===== src/sfl_pkg.sv =====
// package for the status flag logic: register map, field layout, op codes and carriers
// Operation
// - carry set on addition carry out or subtraction borrow, else cleared.
// - half carry set on carry or borrow across the low nibble boundary.
// - addition sets signed range flag when carry into top bit differs from carry out.
// - subtraction sets signed range flag when borrow into bit 7 differs from borrow out of bit 7.
// - multiply sets signed range flag when the product exceeds ff, else clears.
// - divide always clears the signed range flag.
// - parity flag is one when the accumulator holds an odd count of ones.
// - carry, half carry, signed range and parity flags clear on every reset.
// - add, add with carry, subtract update three flags; adjust, rotates, compare update carry.
// - multiply and divide zero carry; set and clear force it; bit ops load result.
// - special registers occupy direct addresses 80 to ff, reached by direct addressing only.
// - bit access allowed only on special registers whose address ends in 0 or 8.
// - all status flags live in one status word at special address d0.
// - two status bits pick one of four banks of eight working registers.
package sfl_pkg;

  // ***************************************************
  // register map
  // ***************************************************
  localparam logic [7:0] SFL_ADDR_STATUS_WORD = 8'hd0;
  localparam logic [7:0] SFL_ADDR_MAIN_OPERAND = 8'he0;
  localparam logic [7:0] SFL_SFR_BASE = 8'h80;
  localparam logic [7:0] SFL_STATUS_RESET = 8'h00;
  localparam logic [7:0] SFL_OPERAND_RESET = 8'h00;
  localparam logic [7:0] SFL_BYTE_MAX = 8'hff;

  // ***************************************************
  // status word field positions
  // ***************************************************
  localparam int SFL_BIT_CARRY = 7;
  localparam int SFL_BIT_HALF = 6;
  localparam int SFL_BIT_USER_A = 5;
  localparam int SFL_BIT_BANK_HI = 4;
  localparam int SFL_BIT_BANK_LO = 3;
  localparam int SFL_BIT_RANGE = 2;
  localparam int SFL_BIT_USER_B = 1;
  localparam int SFL_BIT_PARITY = 0;
  localparam logic [3:0] SFL_BIT_ADDR_NIB0 = 4'h0;
  localparam logic [3:0] SFL_BIT_ADDR_NIB8 = 4'h8;
  localparam int SFL_BANK_SIZE = 8;

  // ***************************************************
  // flag-affecting operations
  // ***************************************************
  typedef enum logic [3:0] {
    SFL_OP_NONE          = 4'h0,
    SFL_OP_ADD           = 4'h1,
    SFL_OP_ADD_CARRY     = 4'h2,
    SFL_OP_SUB_BORROW    = 4'h3,
    SFL_OP_PRODUCT       = 4'h4,
    SFL_OP_DIVIDE        = 4'h5,
    SFL_OP_CARRY_RESULT  = 4'h6,
    SFL_OP_FORCE_ONE     = 4'h7,
    SFL_OP_FORCE_ZERO    = 4'h8,
    SFL_OP_INVERT_CARRY  = 4'h9
  } sfl_op_type;

  // instruction result handed to the flag logic at write-back
  typedef struct packed {
    logic       valid;
    sfl_op_type op;
    logic [7:0] opa;
    logic [7:0] opb;
    logic [7:0] prod_hi;
    logic       carry_result;
  } sfl_result_type;

  // direct-address register access
  typedef struct packed {
    logic       wr;
    logic       bit_wr;
    logic [7:0] addr;
    logic [2:0] bit_sel;
    logic [7:0] wdata;
    logic       bit_val;
  } sfl_access_type;

  // flags of the status word
  typedef struct packed {
    logic carry;
    logic half;
    logic user_a;
    logic bank_hi;
    logic bank_lo;
    logic range;
    logic user_b;
    logic parity;
  } sfl_flags_type;

endpackage : sfl_pkg


===== src/sfl_arith.sv =====
// arithmetic flag generator for add, add with carry and subtract with borrow
`timescale 1ns/1ps
module sfl_arith (
  // operands
  input  wire logic [7:0] opa_in,
  input  wire logic [7:0] opb_in,
  input  wire logic       cin_in,
  input  wire logic       sub_in,
  // flags
  output logic            carry_out,
  output logic            half_out,
  output logic            range_out
);

  logic [4:0] low_sum;
  logic [7:0] low7_sum;
  logic [8:0] full_sum;
  logic       into_top;

  // borrow logic mirrors carry: a - b - c
  always_comb begin
    if (sub_in) begin
      low_sum  = {1'b0, opa_in[3:0]} - {1'b0, opb_in[3:0]} - {4'h0, cin_in};
      low7_sum = {1'b0, opa_in[6:0]} - {1'b0, opb_in[6:0]} - {7'h00, cin_in};
      full_sum = {1'b0, opa_in} - {1'b0, opb_in} - {8'h00, cin_in};
    end else begin
      low_sum  = {1'b0, opa_in[3:0]} + {1'b0, opb_in[3:0]} + {4'h0, cin_in};
      low7_sum = {1'b0, opa_in[6:0]} + {1'b0, opb_in[6:0]} + {7'h00, cin_in};
      full_sum = {1'b0, opa_in} + {1'b0, opb_in} + {8'h00, cin_in};
    end
    into_top  = low7_sum[7];
    carry_out = full_sum[8];
    half_out  = low_sum[4];
    range_out = into_top ^ full_sum[8];
  end

endmodule : sfl_arith


===== src/sfl_bitaddr.sv =====
// special register address and bit-access decoder
`timescale 1ns/1ps
module sfl_bitaddr (
  // address
  input  wire logic [7:0] addr_in,
  // decode
  output logic            sfr_out,
  output logic            bit_ok_out
);

  // upper half only, low digit 0 or 8
  always_comb begin
    sfr_out    = addr_in >= sfl_pkg::SFL_SFR_BASE;
    bit_ok_out = sfr_out && ((addr_in[3:0] == sfl_pkg::SFL_BIT_ADDR_NIB0) ||
                             (addr_in[3:0] == sfl_pkg::SFL_BIT_ADDR_NIB8));
  end

endmodule : sfl_bitaddr


===== src/sfl_status_flag_logic.sv =====
// status word flag logic with accumulator and special register access
`timescale 1ns/1ps
module sfl_status_flag_logic (
  // clock and reset
  input  wire logic                    clock_in,
  input  wire logic                    srst_in,
  // instruction result at write-back
  input  wire sfl_pkg::sfl_result_type result_in,
  input  wire logic                    acc_we_in,
  input  wire logic [7:0]              acc_wdata_in,
  // direct register access
  input  wire sfl_pkg::sfl_access_type access_in,
  input  wire logic                    rd_in,
  // outputs
  output logic [7:0]                   rdata_out,
  output logic                         rd_hit_out,
  output logic                         bit_refused_out,
  output sfl_pkg::sfl_flags_type       flags_out,
  output logic [7:0]                   acc_out,
  output logic [4:0]                   bank_base_out
);

  // ***************************************************
  // state
  // ***************************************************
  sfl_pkg::sfl_flags_type flags;
  sfl_pkg::sfl_flags_type next_flags;
  logic [7:0]             acc;
  logic [7:0]             next_acc;
  logic                   bit_refused;
  logic                   next_bit_refused;

  // helpers
  logic                   ar_carry;
  logic                   ar_half;
  logic                   ar_range;
  logic                   is_sfr;
  logic                   bit_ok;
  logic                   is_sub;
  logic                   cin;
  logic [7:0]             psw_write;
  logic [7:0]             acc_after_bit;

  // byte parity, used for the next accumulator value
  function automatic logic sfl_parity(input logic [7:0] v);
    sfl_parity = ^v;
  endfunction : sfl_parity

  // place one bit into a byte
  function automatic logic [7:0] sfl_set_bit(input logic [7:0] v, input logic [2:0] idx,
                                             input logic b);
    logic [7:0] r;
    r      = v;
    r[idx] = b;
    sfl_set_bit = r;
  endfunction : sfl_set_bit

  // ***************************************************
  // submodules
  // ***************************************************
  assign is_sub = (result_in.op == sfl_pkg::SFL_OP_SUB_BORROW);
  assign cin    = (result_in.op == sfl_pkg::SFL_OP_ADD) ? 1'b0 : flags.carry;

  sfl_arith u_arith (
    .opa_in    (result_in.opa),
    .opb_in    (result_in.opb),
    .cin_in    (cin),
    .sub_in    (is_sub),
    .carry_out (ar_carry),
    .half_out  (ar_half),
    .range_out (ar_range)
  );

  sfl_bitaddr u_bitaddr (
    .addr_in    (access_in.addr),
    .sfr_out    (is_sfr),
    .bit_ok_out (bit_ok)
  );

  // ***************************************************
  // next-state
  // ***************************************************
  always_comb begin
    next_flags       = flags;
    next_acc         = acc;
    next_bit_refused = 1'b0;
    psw_write        = 8'h00;
    acc_after_bit    = 8'h00;
    // software access: byte or bit, direct addressing
    if (access_in.wr && (access_in.addr == sfl_pkg::SFL_ADDR_STATUS_WORD)) begin
      psw_write = access_in.wdata;
    end else if (access_in.bit_wr && bit_ok &&
                 (access_in.addr == sfl_pkg::SFL_ADDR_STATUS_WORD)) begin
      psw_write = sfl_set_bit(flags, access_in.bit_sel, access_in.bit_val);
    end else begin
      psw_write = flags;
    end
    if ((access_in.wr || (access_in.bit_wr && bit_ok)) &&
        (access_in.addr == sfl_pkg::SFL_ADDR_STATUS_WORD)) begin
      // parity bit ignored on writes
      next_flags.carry   = psw_write[sfl_pkg::SFL_BIT_CARRY];
      next_flags.half    = psw_write[sfl_pkg::SFL_BIT_HALF];
      next_flags.user_a  = psw_write[sfl_pkg::SFL_BIT_USER_A];
      next_flags.bank_hi = psw_write[sfl_pkg::SFL_BIT_BANK_HI];
      next_flags.bank_lo = psw_write[sfl_pkg::SFL_BIT_BANK_LO];
      next_flags.range   = psw_write[sfl_pkg::SFL_BIT_RANGE];
      next_flags.user_b  = psw_write[sfl_pkg::SFL_BIT_USER_B];
    end
    if (access_in.bit_wr && !bit_ok) begin
      next_bit_refused = 1'b1;
    end
    // accumulator writes
    if (access_in.wr && (access_in.addr == sfl_pkg::SFL_ADDR_MAIN_OPERAND)) begin
      next_acc = access_in.wdata;
    end else if (access_in.bit_wr && bit_ok &&
                 (access_in.addr == sfl_pkg::SFL_ADDR_MAIN_OPERAND)) begin
      acc_after_bit = sfl_set_bit(acc, access_in.bit_sel, access_in.bit_val);
      next_acc      = acc_after_bit;
    end
    if (acc_we_in) begin
      next_acc = acc_wdata_in;
    end
    // instruction flag update, committed with write-back
    if (result_in.valid) begin
      case (result_in.op)
        sfl_pkg::SFL_OP_ADD, sfl_pkg::SFL_OP_ADD_CARRY, sfl_pkg::SFL_OP_SUB_BORROW: begin
          next_flags.carry = ar_carry;
          next_flags.half  = ar_half;
          next_flags.range = ar_range;
        end
        sfl_pkg::SFL_OP_PRODUCT: begin
          next_flags.carry = 1'b0;
          next_flags.range = (result_in.prod_hi != 8'h00);
        end
        sfl_pkg::SFL_OP_DIVIDE: begin
          next_flags.carry = 1'b0;
          next_flags.range = 1'b0;
        end
        sfl_pkg::SFL_OP_CARRY_RESULT: begin
          next_flags.carry = result_in.carry_result;
        end
        sfl_pkg::SFL_OP_FORCE_ONE: begin
          next_flags.carry = 1'b1;
        end
        sfl_pkg::SFL_OP_FORCE_ZERO: begin
          next_flags.carry = 1'b0;
        end
        sfl_pkg::SFL_OP_INVERT_CARRY: begin
          next_flags.carry = ~flags.carry;
        end
        default: begin
          next_flags.carry = next_flags.carry;
        end
      endcase
    end
    // parity tracks the accumulator as committed
    next_flags.parity = sfl_parity(next_acc);
  end

  // ***************************************************
  // registers
  // ***************************************************
  always_ff @(posedge clock_in) begin
    if (srst_in) begin
      flags       <= sfl_pkg::SFL_STATUS_RESET;
      acc         <= sfl_pkg::SFL_OPERAND_RESET;
      bit_refused <= 1'b0;
    end else begin
      flags       <= next_flags;
      acc         <= next_acc;
      bit_refused <= next_bit_refused;
    end
  end

  // ***************************************************
  // outputs
  // ***************************************************
  always_comb begin
    rdata_out  = 8'h00;
    rd_hit_out = 1'b0;
    if (rd_in && is_sfr && (access_in.addr == sfl_pkg::SFL_ADDR_STATUS_WORD)) begin
      rdata_out  = flags;
      rd_hit_out = 1'b1;
    end else if (rd_in && is_sfr && (access_in.addr == sfl_pkg::SFL_ADDR_MAIN_OPERAND)) begin
      rdata_out  = acc;
      rd_hit_out = 1'b1;
    end
  end

  assign flags_out       = flags;
  assign acc_out         = acc;
  assign bit_refused_out = bit_refused;
  // bank base address in scratchpad: bank times eight
  assign bank_base_out   = {flags.bank_hi, flags.bank_lo, 3'h0};

endmodule : sfl_status_flag_logic


===== config.mk =====
export PLATFORM = sky130hd
export DESIGN_NAME = sfl_status_flag_logic
export DESIGN_NICKNAME = d
export VERILOG_FILES = /design/src/sfl_pkg.sv /design/src/sfl_arith.sv /design/src/sfl_bitaddr.sv /design/src/sfl_status_flag_logic.sv
export SDC_FILE = /design/constraint.sdc
export NUM_CORES = 1
export LEC_CHECK = 0
export ABC_AREA = 0
export BUFFER_PORTS_ARGS = -buffer_cell sky130_fd_sc_hd__buf_2
export CAP_MARGIN = 20
export CORE_ASPECT_RATIO = 0.6
export CORE_MARGIN = 1.5
export CORE_UTILIZATION = 35
export CTS_CLUSTER_SIZE = 25
export DETAILED_ROUTE_END_ITERATION = 8
export PLACE_DENSITY_LB_ADDON = 0.2
export SLEW_MARGIN = 25
export SYNTH_ARGS = -nofsm -noshare
export SYNTH_HDL_FRONTEND = slang
export SYNTH_SLANG_ARGS = --single-unit

===== constraint.sdc =====
create_clock -name clock_in -period 4.5 [get_ports clock_in]
set_input_delay 0.225 -clock clock_in [delete_from_list [all_inputs] [get_ports clock_in]]
set_output_delay 0.225 -clock clock_in [all_outputs]
set_load 0.03 [all_outputs]

[After elaboration in Yosys (flattened, before gate mapping)]
Cells that the tools add are included.
Word-level totals
  register bits: 17
  output and inout bits: 31
  logic and storage cells: 85
Cells by class
  $add $sub $neg: 12
  order comparisons: 3
  equal/unequal tests: 12
  muxes and demuxes: 24
  bitwise logic cells: 2
  reduce and logical (&&, ||, !) cells: 22
Operators with widths (number)
  $mux W8: 8
  $bwmux W8: 2
  $eq A4 B3 Y1 const B: 4
  $eq A8 B8 Y1 const B: 2
  $eq A4 B4 Y1 const B: 3
  $logic_and A1 B1 Y1: 12
  $add A8 B8 Y9: 1
  $add A9 B1 Y9: 1
  $mux W9: 1
  $sub A8 B8 Y9: 1
  $sub A9 B1 Y9: 1
  $add A7 B7 Y8: 1
  $add A8 B1 Y8: 1
  $eq A4 B2 Y1 const B: 2
  $ge A8 B8 Y1 const B: 1
  $reduce_bool A8 Y1: 1
  $reduce_xor A8 Y1: 1
  $sub A7 B7 Y8: 1
  $sub A8 B1 Y8: 1
  $mux W1: 7
  $mux W7: 1
  $reduce_or A3 Y1: 2
  $add A4 B4 Y5: 1
  $add A5 B1 Y5: 1
  other kinds (17): 18

[Depth between registers and ports, before layout]
Gate-level depths: netlist of the first run.
  word-level depth: 10
  gate-level depth with buffers: 13
  mapped depth without buffers: 13

[Modules after synthesis]
Synthesis of the first run repeated with hierarchy kept, for this count alone.
Unflattened totals
  cells, all modules: 287
  area, all modules: 2200.9 sq um
Modules (own cells, without submodules)
  sfl_status_flag_logic: times used 1, cells each 205, area an instance 1577.8 sq um
  sfl_arith: times used 1, cells each 80, area an instance 604.3 sq um
  sfl_bitaddr: times used 1, cells each 2, area an instance 18.8 sq um

[Worst setup path after synthesis of the first run]
OpenSTA, ideal clock, no wires.
  path kind: register -> register
  start: register flags, in the netlist flags_out[7]
  end: register flags, in the netlist flags_out[7]
  setup time: 131 ps
  arrival: 2505 ps
  slack: 1864 ps
  stages on the path, launching flop included: 12
  period minus slack after synthesis: 2636 ps
  cells stage by stage: dfxtp_1 > o21ai_0 > fa_1 > ha_1 > nand2_1 > a31oi_1 > o21a_1 > o21ai_0 > a2111o_1 > o221ai_1 > o211a_1 > nor3_1
On the way
  longest elaborated chain between the ends: 6
Ends and longest elaborated chain
  from (decl): RTL line sfl_status_flag_logic.sv:26  | sfl_pkg::sfl_flags_type flags;
  from (signal assigned): RTL line sfl_status_flag_logic.sv:165  | flags <= sfl_pkg::SFL_STATUS_RESET;
  from (signal assigned): RTL line sfl_status_flag_logic.sv:169  | flags <= next_flags;
  parallel branches: the longest is 5 deep, another holds $add A9 B1 Y9
  $mux W2 *: RTL line sfl_status_flag_logic.sv:124  | if (result_in.valid) begin
Every way passes the cells marked *. The select of a mux whose other input is x is not followed.
A chain may end at the register's enable or synchronous reset.

[Worst setup path in the final report of the first run]
  start: input access_in[14] (netlist name)
  end: output rdata_out[3]
On the way
  longest elaborated chain between the ends: 5
Ends and longest elaborated chain
  from (decl): RTL line sfl_status_flag_logic.sv:12  | input wire sfl_pkg::sfl_access_type access_in,
  $ge A8 B8 Y1: RTL line sfl_bitaddr.sv:13  | sfr_out = addr_in >= sfl_pkg::SFL_SFR_BASE;
  $logic_and A1 B1 Y1: RTL line sfl_status_flag_logic.sv:181, sfl_status_flag_logic.sv:184
  $logic_and A1 B1 Y1: RTL line sfl_status_flag_logic.sv:184  | end else if (rd_in && is_sfr && (access_in.addr == sfl_pkg::SFL_ADDR_MAIN_OPERAND)) begin
  $mux W8: RTL line sfl_status_flag_logic.sv:184
  $mux W8 *: RTL line sfl_status_flag_logic.sv:181  | if (rd_in && is_sfr && (access_in.addr == sfl_pkg::SFL_ADDR_STATUS_WORD)) begin
  to (decl): RTL line sfl_status_flag_logic.sv:15  | output logic [7:0] rdata_out,
Every way passes the cells marked *; elsewhere a longest branch is shown, timed or not.

==> results of run 1 <==
==> through the flow <==
stage	power, mW	instance area (µm²)	util [%]
3_5_place_dp	0.382	2640	46.0
6_report	0.501	2680	46.8
2_1_floorplan	0.307	2150	-
3_3_place_gp	0.379	2640	46.0
4_1_cts	0.500	2680	46.8
5_1_grt	0.533	2680	46.8
==> state kept, by name, indices dropped and copies added, names as in the netlist <==
register         count
acc_out              8
bank_base_out        2
bit_refused_out      1
flags_out            6
==> power groups by stage <==
stage | Combinational, mW | Clock, mW | Sequential (mW)
after floorplan | 0.116 | 0 | 0.191
after global placement | 0.205 | 0 | 0.174
after detailed placement | 0.208 | 0 | 0.174
after CTS | 0.209 | 0.120 | 0.171
after global routing | 0.233 | 0.128 | 0.172
final | 0.211 | 0.119 | 0.171
==> logic make-up after synthesis <==
logic type | count (synthesis) | share of synthesized area (%)
simple gates | 110 | 29.5
compound gates | 88 | 28.0
buf+inv | 45 | 8.87
mux | 6 | 2.80
flops | 17 | 15.9
xor+xnor | 3 | 1.87
other cells | 1 | 0.175
fa+ha+maj | 21 | 13.0
==> path summary, 6_finish.rpt <==
kind	cells after the start	startpoint	end
setup / recovery	7	access_in[14]	rdata_out[3]
hold / removal	2	result_in[29]	flags_out[6]$_SDFF_PP0_
setup reg to reg	11	flags_out[7]$_SDFF_PP0_	flags_out[7]$_SDFF_PP0_
hold reg to reg	2	flags_out[5]$_SDFFE_PP0P_	flags_out[5]$_SDFFE_PP0P_
==> worst reg2reg max path: cells and delay by family, from the launching register on <==
| family | cells | cell delay [ns] |
|---|---|---|
| simple gates | 2 | 0.22 |
| compound gates | 7 | 1.45 |
| fa+ha+maj | 2 | 0.70 |
| flops | 1 | 0.43 |
==> metal layers <==
metal / GRT usage, % / vias up / share of wire [%]
met4: 2.78 / 0 / 1.0
met2: 27.7 / 136 / 36
met1: 33.9 / 1088 / 52
met5: 0 / - / 0
li1: - / 1233 / -
met3: 5.07 / 10 / 11
==> synth_stat cells, types with 2 or more instances <==
cell type and instances:
or2_2 2, nor3b_1 5, nor2_1 15, nand4_1 7, nor3_1 8, a211oi_1 3
and3_1 3, a22o_1 8, ha_1 19, buf_4 5, inv_1 30, mux2i_1 6
o21ai_0 18, o31a_1 4, o221ai_1 2, nor2b_1 8, nand2b_1 9, o21ai_1 2
nor4_1 2, buf_2 2, a41oi_1 3, nand2_1 20, clkbuf_1 7, o21bai_1 2
a221oi_1 3, nand4b_1 2, a41o_1 2, a21oi_1 18, or3_1 3, dfxtp_1 17
and2_1 4, and3b_1 4, nand3_1 12, fa_1 2, a31oi_1 8, o21a_1 3
o2111ai_1 2
==> cells in the final DEF (no fill, tap or decap), types with 2 or more instances in the layout <==
master     count
or3_1          3
nand2b_1       9
nand4b_1       2
o21ai_1        2
inv_1         30
nand3_1       12
o21bai_1       2
mux2i_1        6
a221oi_1       3
dfxtp_1       17
o221ai_1       2
conb_1         3
and2_1         4
o21ai_0       18
or2_2          2
a211oi_1       3
fa_1           2
nor3b_1        5
nor2b_1        8
a22o_1         8
nand2_1       20
and3_1         3
a41oi_1        3
a21oi_1       18
a41o_1         2
o21a_1         3
nor3_1         8
o31a_1         4
ha_1          19
a31oi_1        8
and3b_1        4
nor4_1         2
clkbuf_8       3
o2111ai_1      2
nor2_1        15
nand4_1        7
buf_2         91
==> final cells by class <==
cell class                 count  area [µm²]
clock buffer                   3        41.3
timing repair buffer          92         463
sequential                    17         340
tap                           80         100
clock inverter                 1        5.00
fill                         606        3050
multi-input combinational    231        1620
inverter                      30         113
==> results.json, run 1 <==
{
  "outcome": "completed",
  "drt_iter0_drc": 195,
  "fin_nets": 460,
  "power.share.clock_pct": 23.7,
  "seqPwrFrac_pct": 34.1,
  "drv_cap": 0,
  "post-synth-top-area-fraction_pct": 15.9,
  "clock_latency_ns": 0.26,
  "finalNonFillerCells": 454,
  "holdWs_ns": 0.213,
  "worst_slew_pin_slew_ns": 0.906,
  "ys.flop_type": "dfxtp_1",
  "p_per_area_nw_per_um2": 187,
  "grt_max_degree": 19,
  "grt-ovfl-total": 0,
  "drive_gt1_share_pct": 26.7,
  "fin_crit_ns": 3.02,
  "core_um2": 5730,
  "path_clk_slew_ns": 0.07,
  "dieArea_um2": 6620,
  "syn_area_um2": 2140,
  "crit_chain": "buf_2, nor4b_4, nand2_1, or2_2, nor2_1, a22o_1, buf_2",
  "synth_edf_count": 0,
  "fp.dieH_um": 63.6,
  "clockBufferDepth": 2,
  "seq_area_frac_synth_pct": 15.9,
  "setup_tns_ns": 0,
  "grt_use_total_pct": 21.1,
  "setup_ws_ns": 1.48,
  "finalSetupViolations": 0,
  "ant_nets": 0,
  "max_stage_delay_ns": 0.80,
  "fin_skew_ns": 0.00387,
  "crit_fanout": 17,
  "post-route-period-util_pct": 67.1,
  "syn_avg_cell_area_um2": 7.37,
  "grt_pass1_vias": 2216,
  "dr_total_vias": 2467,
  "critPathArrivalTime_ns": 2.80,
  "critical-path-top-delay-family": "simple AND/OR/NAND/NOR gates",
  "post_cts_buffers": 0,
  "area_growth_syn_to_layout_pct": 25.2,
  "cp_common_cell": "buf_2",
  "endpoint_kind": "primary output",
  "min_path_type": "in2reg",
  "fmax_mhz": 331,
  "viasPerCell": 5.43,
  "clock-sinks": 17,
  "synth_top_cell_by_area": "dfxtp_1",
  "ys_async_sr_fraction_pct": 0,
  "place_ws_ns": 1.49,
  "totalWireLength_um": 6870,
  "reg2reg_slack_ns": 1.62,
  "ys_types": 58,
  "cts_hold_buffers": 0,
  "wl_per_cell_um": 15.1,
  "grt_antenna_before_repair": 0,
  "syn_inst": 291,
  "peakVddDrop_mv": 0.103,
  "initial_core_util_pct": 37.4,
  "antenna_cells": 0,
  "rsz0062_at_grt": "no",
  "required_ns": 4.28,
  "timing.critical_path.buf_inv": 2,
  "dp.cells": 450,
  "cts_tree": "yes",
  "startpoint_type": "input port",
  "synth.area.top_cells": "dfxtp_1 (16%), ha_1 (11%), inv_1 (5.3%)",
  "p_leak_nw": 1.31,
  "critPathKind": "in2out",
  "p_sw_share_pct": 38.4,
  "cts-resized-gates": 0,
  "p_comb_share_pct": 42.1,
  "drc": 0,
  "crit_slowest_cell": "nor4b_4",
  "gp_congestion": 0.851,
  "relSlewSlack_pct": 39.4,
  "ys_seq_elements": 17,
  "htree_levels": 1,
  "switching_power_uw": 192,
  "finalHoldViolations": 0,
  "maxSlewViolCount": 0,
  "grt_pass1_wl_um": 11200,
  "ioPinCount": 95,
  "cts_buffers": 3,
  "first_pass_iters": 6,
  "rows": 21,
  "dpl.hpwl_um": 5700,
  "die_w_um": 104,
  "intPower_uw": 309,
  "clockRootBuffer": "clkbuf_8",
  "portBuffers": 91,
  "yosysWarnings": 0
}
Power figures use the tool's default switching activity.
==> run 2, diff against run 1 <==
--- a/config.mk
+++ b/config.mk
@@ -5,7 +5,7 @@
 export SDC_FILE = /design/constraint.sdc
 export NUM_CORES = 1
 export LEC_CHECK = 0
-export ABC_AREA = 0
+export ABC_AREA = 1
 export BUFFER_PORTS_ARGS = -buffer_cell sky130_fd_sc_hd__buf_2
 export CAP_MARGIN = 20
 export CORE_ASPECT_RATIO = 0.6
==> constraint.sdc (replaced) <==
create_clock -name clock_in -period 2.6 [get_ports clock_in]
set_input_delay 0.13 -clock clock_in [delete_from_list [all_inputs] [get_ports clock_in]]
set_output_delay 0.13 -clock clock_in [all_outputs]
set_load 0.03 [all_outputs]
==> results.json, run 2 <==
{
  "final_area_um2": 2840,
  "clock-sinks": 17,
  "crit_path_end": "flags_out[2]$_SDFF_PP0_",
  "ant_nets": 0,
  "crit_chain": "inv_2, a21oi_2, inv_1, fa_1, ha_1, nand2_1, nand3b_1, nand4_1, nand2_2, a21oi_2, inv_1, nand2_1, nand3_2, nand3b_1, nand3_1, a21oi_2",
  "grt_max_degree": 18,
  "required_ns": 2.80,
  "syn_inst": 387,
  "drive_gt1_share_pct": 25.7,
  "die_w_um": 107,
  "min_path_type": "in2reg",
  "holdWs_ns": 0.0941,
  "gp_congestion": 0.922,
  "synth_top_cell_by_area": "nand2_1",
  "finalHoldViolations": 0,
  "grt_antenna_before_repair": 0,
  "ys.flop_type": "dfxtp_1",
  "initial_core_util_pct": 36.6,
  "yosysWarnings": 0,
  "timing.critical_path.buf_inv": 3,
  "clockBufferDepth": 2,
  "worstHoldStart": "access_in[20]",
  "antenna_cells": 0,
  "cp_common_cell": "a21oi_2",
  "crit_fanout": 5,
  "crit_start": "flags_out[7]$_SDFF_PP0_",
  "crit_slowest_cell": "fa_1",
  "dieArea_um2": 6990,
  "maxSlewViolCount": 0,
  "r2r_cells": 16,
  "ys_seq_elements": 17,
  "ys_async_sr_fraction_pct": 0,
  "worst_slew_pin_slew_ns": 0.745,
  "drv_cap": 0,
  "critPathKind": "reg2reg",
  "max_stage_delay_ns": 0.36,
  "cts_tree": "yes",
  "critPathArrivalTime_ns": 2.62,
  "p_leak_nw": 1.75,
  "fp.dieH_um": 65.4,
  "relSlewSlack_pct": 49.9,
  "fin_nets": 561,
  "fin_crit_ns": 2.42,
  "reg2reg_from": "flags_out[7]$_SDFF_PP0_",
  "fmax_mhz": 414,
  "ioPinCount": 95,
  "area_growth_syn_to_layout_pct": 25.0,
  "startpoint_type": "flop",
  "rr_endpoint": "flags_out[2]$_SDFF_PP0_",
  "first_pass_iters": 6,
  "portBuffers": 91,
  "outcome": "completed",
  "synth_edf_count": 0,
  "cts_buffers": 3,
  "core_um2": 6190,
  "path_clk_slew_ns": 0.08,
  "worstSetupPathDepth": 16,
  "endpoint_kind": "flop",
  "grt-ovfl-total": 0,
  "peakVddDrop_mv": 0.160,
  "post-route-period-util_pct": 92.9,
  "setup_tns_ns": 0,
  "fin_skew_ns": 0.00676,
  "dr_total_vias": 2780,
  "synth_most_common_cell": "nand2_1",
  "finalSetupViolations": 0,
  "synthTopCellsByCount": "nand2_1 (99), inv_1 (82), nand3_1 (42)",
  "viasPerCell": 4.97,
  "p_per_area_nw_per_um2": 304,
  "clockRootBuffer": "clkbuf_8",
  "critical-path-top-delay-family": "simple AND/OR/NAND/NOR gates",
  "final_common_cell": "nand2_1",
  "synth.area.top_cells": "nand2_1 (16%), dfxtp_1 (15%), inv_1 (14%)",
  "seq_area_frac_synth_pct": 15.0,
  "dpl.hpwl_um": 6030,
  "final_cell_mix": "nand2_1 (98), buf_2 (91), inv_1 (81)",
  "drt_iter0_drc": 181,
  "post-route-util_pct": 45.8,
  "grt_pass1_wl_um": 11700,
  "wl_per_cell_um": 12.8,
  "dpl_cell_area_um2": 2760,
  "reg2reg_slack_ns": 0.18,
  "finalPower_uw": 863,
  "grt_pass1_vias": 2492,
  "syn_area_um2": 2270,
  "rows": 22,
  "drc": 0,
  "grt_use_total_pct": 21.0,
  "ys_types": 38,
  "post-synth-top-area-fraction_pct": 16.4,
  "syn_avg_cell_area_um2": 5.86,
  "htree_levels": 1,
  "totalWireLength_um": 7160,
  "clock_latency_ns": 0.26,
  "largest_reg_flops": 8
}
## run 2: cell types whose count changed in the layout (fill, tap and decap cells not counted), moves of 8 or more
cell / change
nand2_1: +78
inv_1: +51
nand3_1: +29
nor2_1: +18
nand2b_1: -9
a22o_1: -8
a31oi_1: -8
nor2b_1: -8
## run 2: per-stage QoR
| step | worst slack (ns) | std cells |
|---|---|---|
| floorplan | 0.108 | 389 |
| global placement | 0.262 | 554 |
| CTS | 0.0530 | 558 |
| global route | -0.0133 | 559 |
| finish | 0.184 | 559 |
| detailed placement | 0.0784 | 554 |
## run 2: timing repair
action,4_1_cts,5_1_grt
resized for setup,0,7
hold buffers,0,0
buffers inserted,0,1
setup endpoints to repair,0,2
## run 2: per-layer routing
metal  wire length, µm  vias to the layer above  track usage (%)
li1                  -                     1401                -
met4                47                        0             2.67
met1              3580                     1223             31.0
met5                 0                        -                0
met3               816                        8             6.65
met2              2720                      148             30.1
## run 2: how the worst min path moves through the flow
stage / end / slack, ns / cells after the start
after floorplan: bit_refused_out$_SDFF_PP0_ / 0.26 / 2
after global placement: bit_refused_out$_SDFF_PP0_ / 0.36 / 3
after detailed placement: bit_refused_out$_SDFF_PP0_ / 0.36 / 3
after CTS: bit_refused_out$_SDFF_PP0_ / 0.1 / 3
after global routing: bit_refused_out$_SDFF_PP0_ / 0.09 / 3
final: bit_refused_out$_SDFF_PP0_ / 0.09 / 3
## run 2: worst min-delay path, stage by stage
cell     delay (ns)
buf_2          0.09
nand3_1        0.06
inv_1          0.05
## run 2: cell type report
| type | count | area, µm² |
|---|---|---|
| inverter | 84 | 315 |
| timing repair buffer | 93 | 470 |
| clock buffer | 4 | 45.0 |
| tap | 84 | 105 |
| multi-input combinational | 277 | 1560 |
| sequential | 17 | 342 |
| fill | 708 | 3360 |
## run 2: cell families (layout without fill, tap and decap cells)
logic type      count (synthesis)  after routing  share of synthesized area (%)
buf+inv                        95            181                           17.5
simple gates                  197            197                           39.2
fa+ha+maj                      21             21                           12.2
compound gates                 56             56                           15.9
flops                          17             17                           15.0
other cells                     1              3                          0.165
## run 2: power breakdown
| part | internal [mW] | switching [mW] |
|---|---|---|
| clock network | 0.109 | 0.103 |
| logic | 0.132 | 0.235 |
| registers | 0.275 | 0.00850 |
| total | 0.516 | 0.347 |
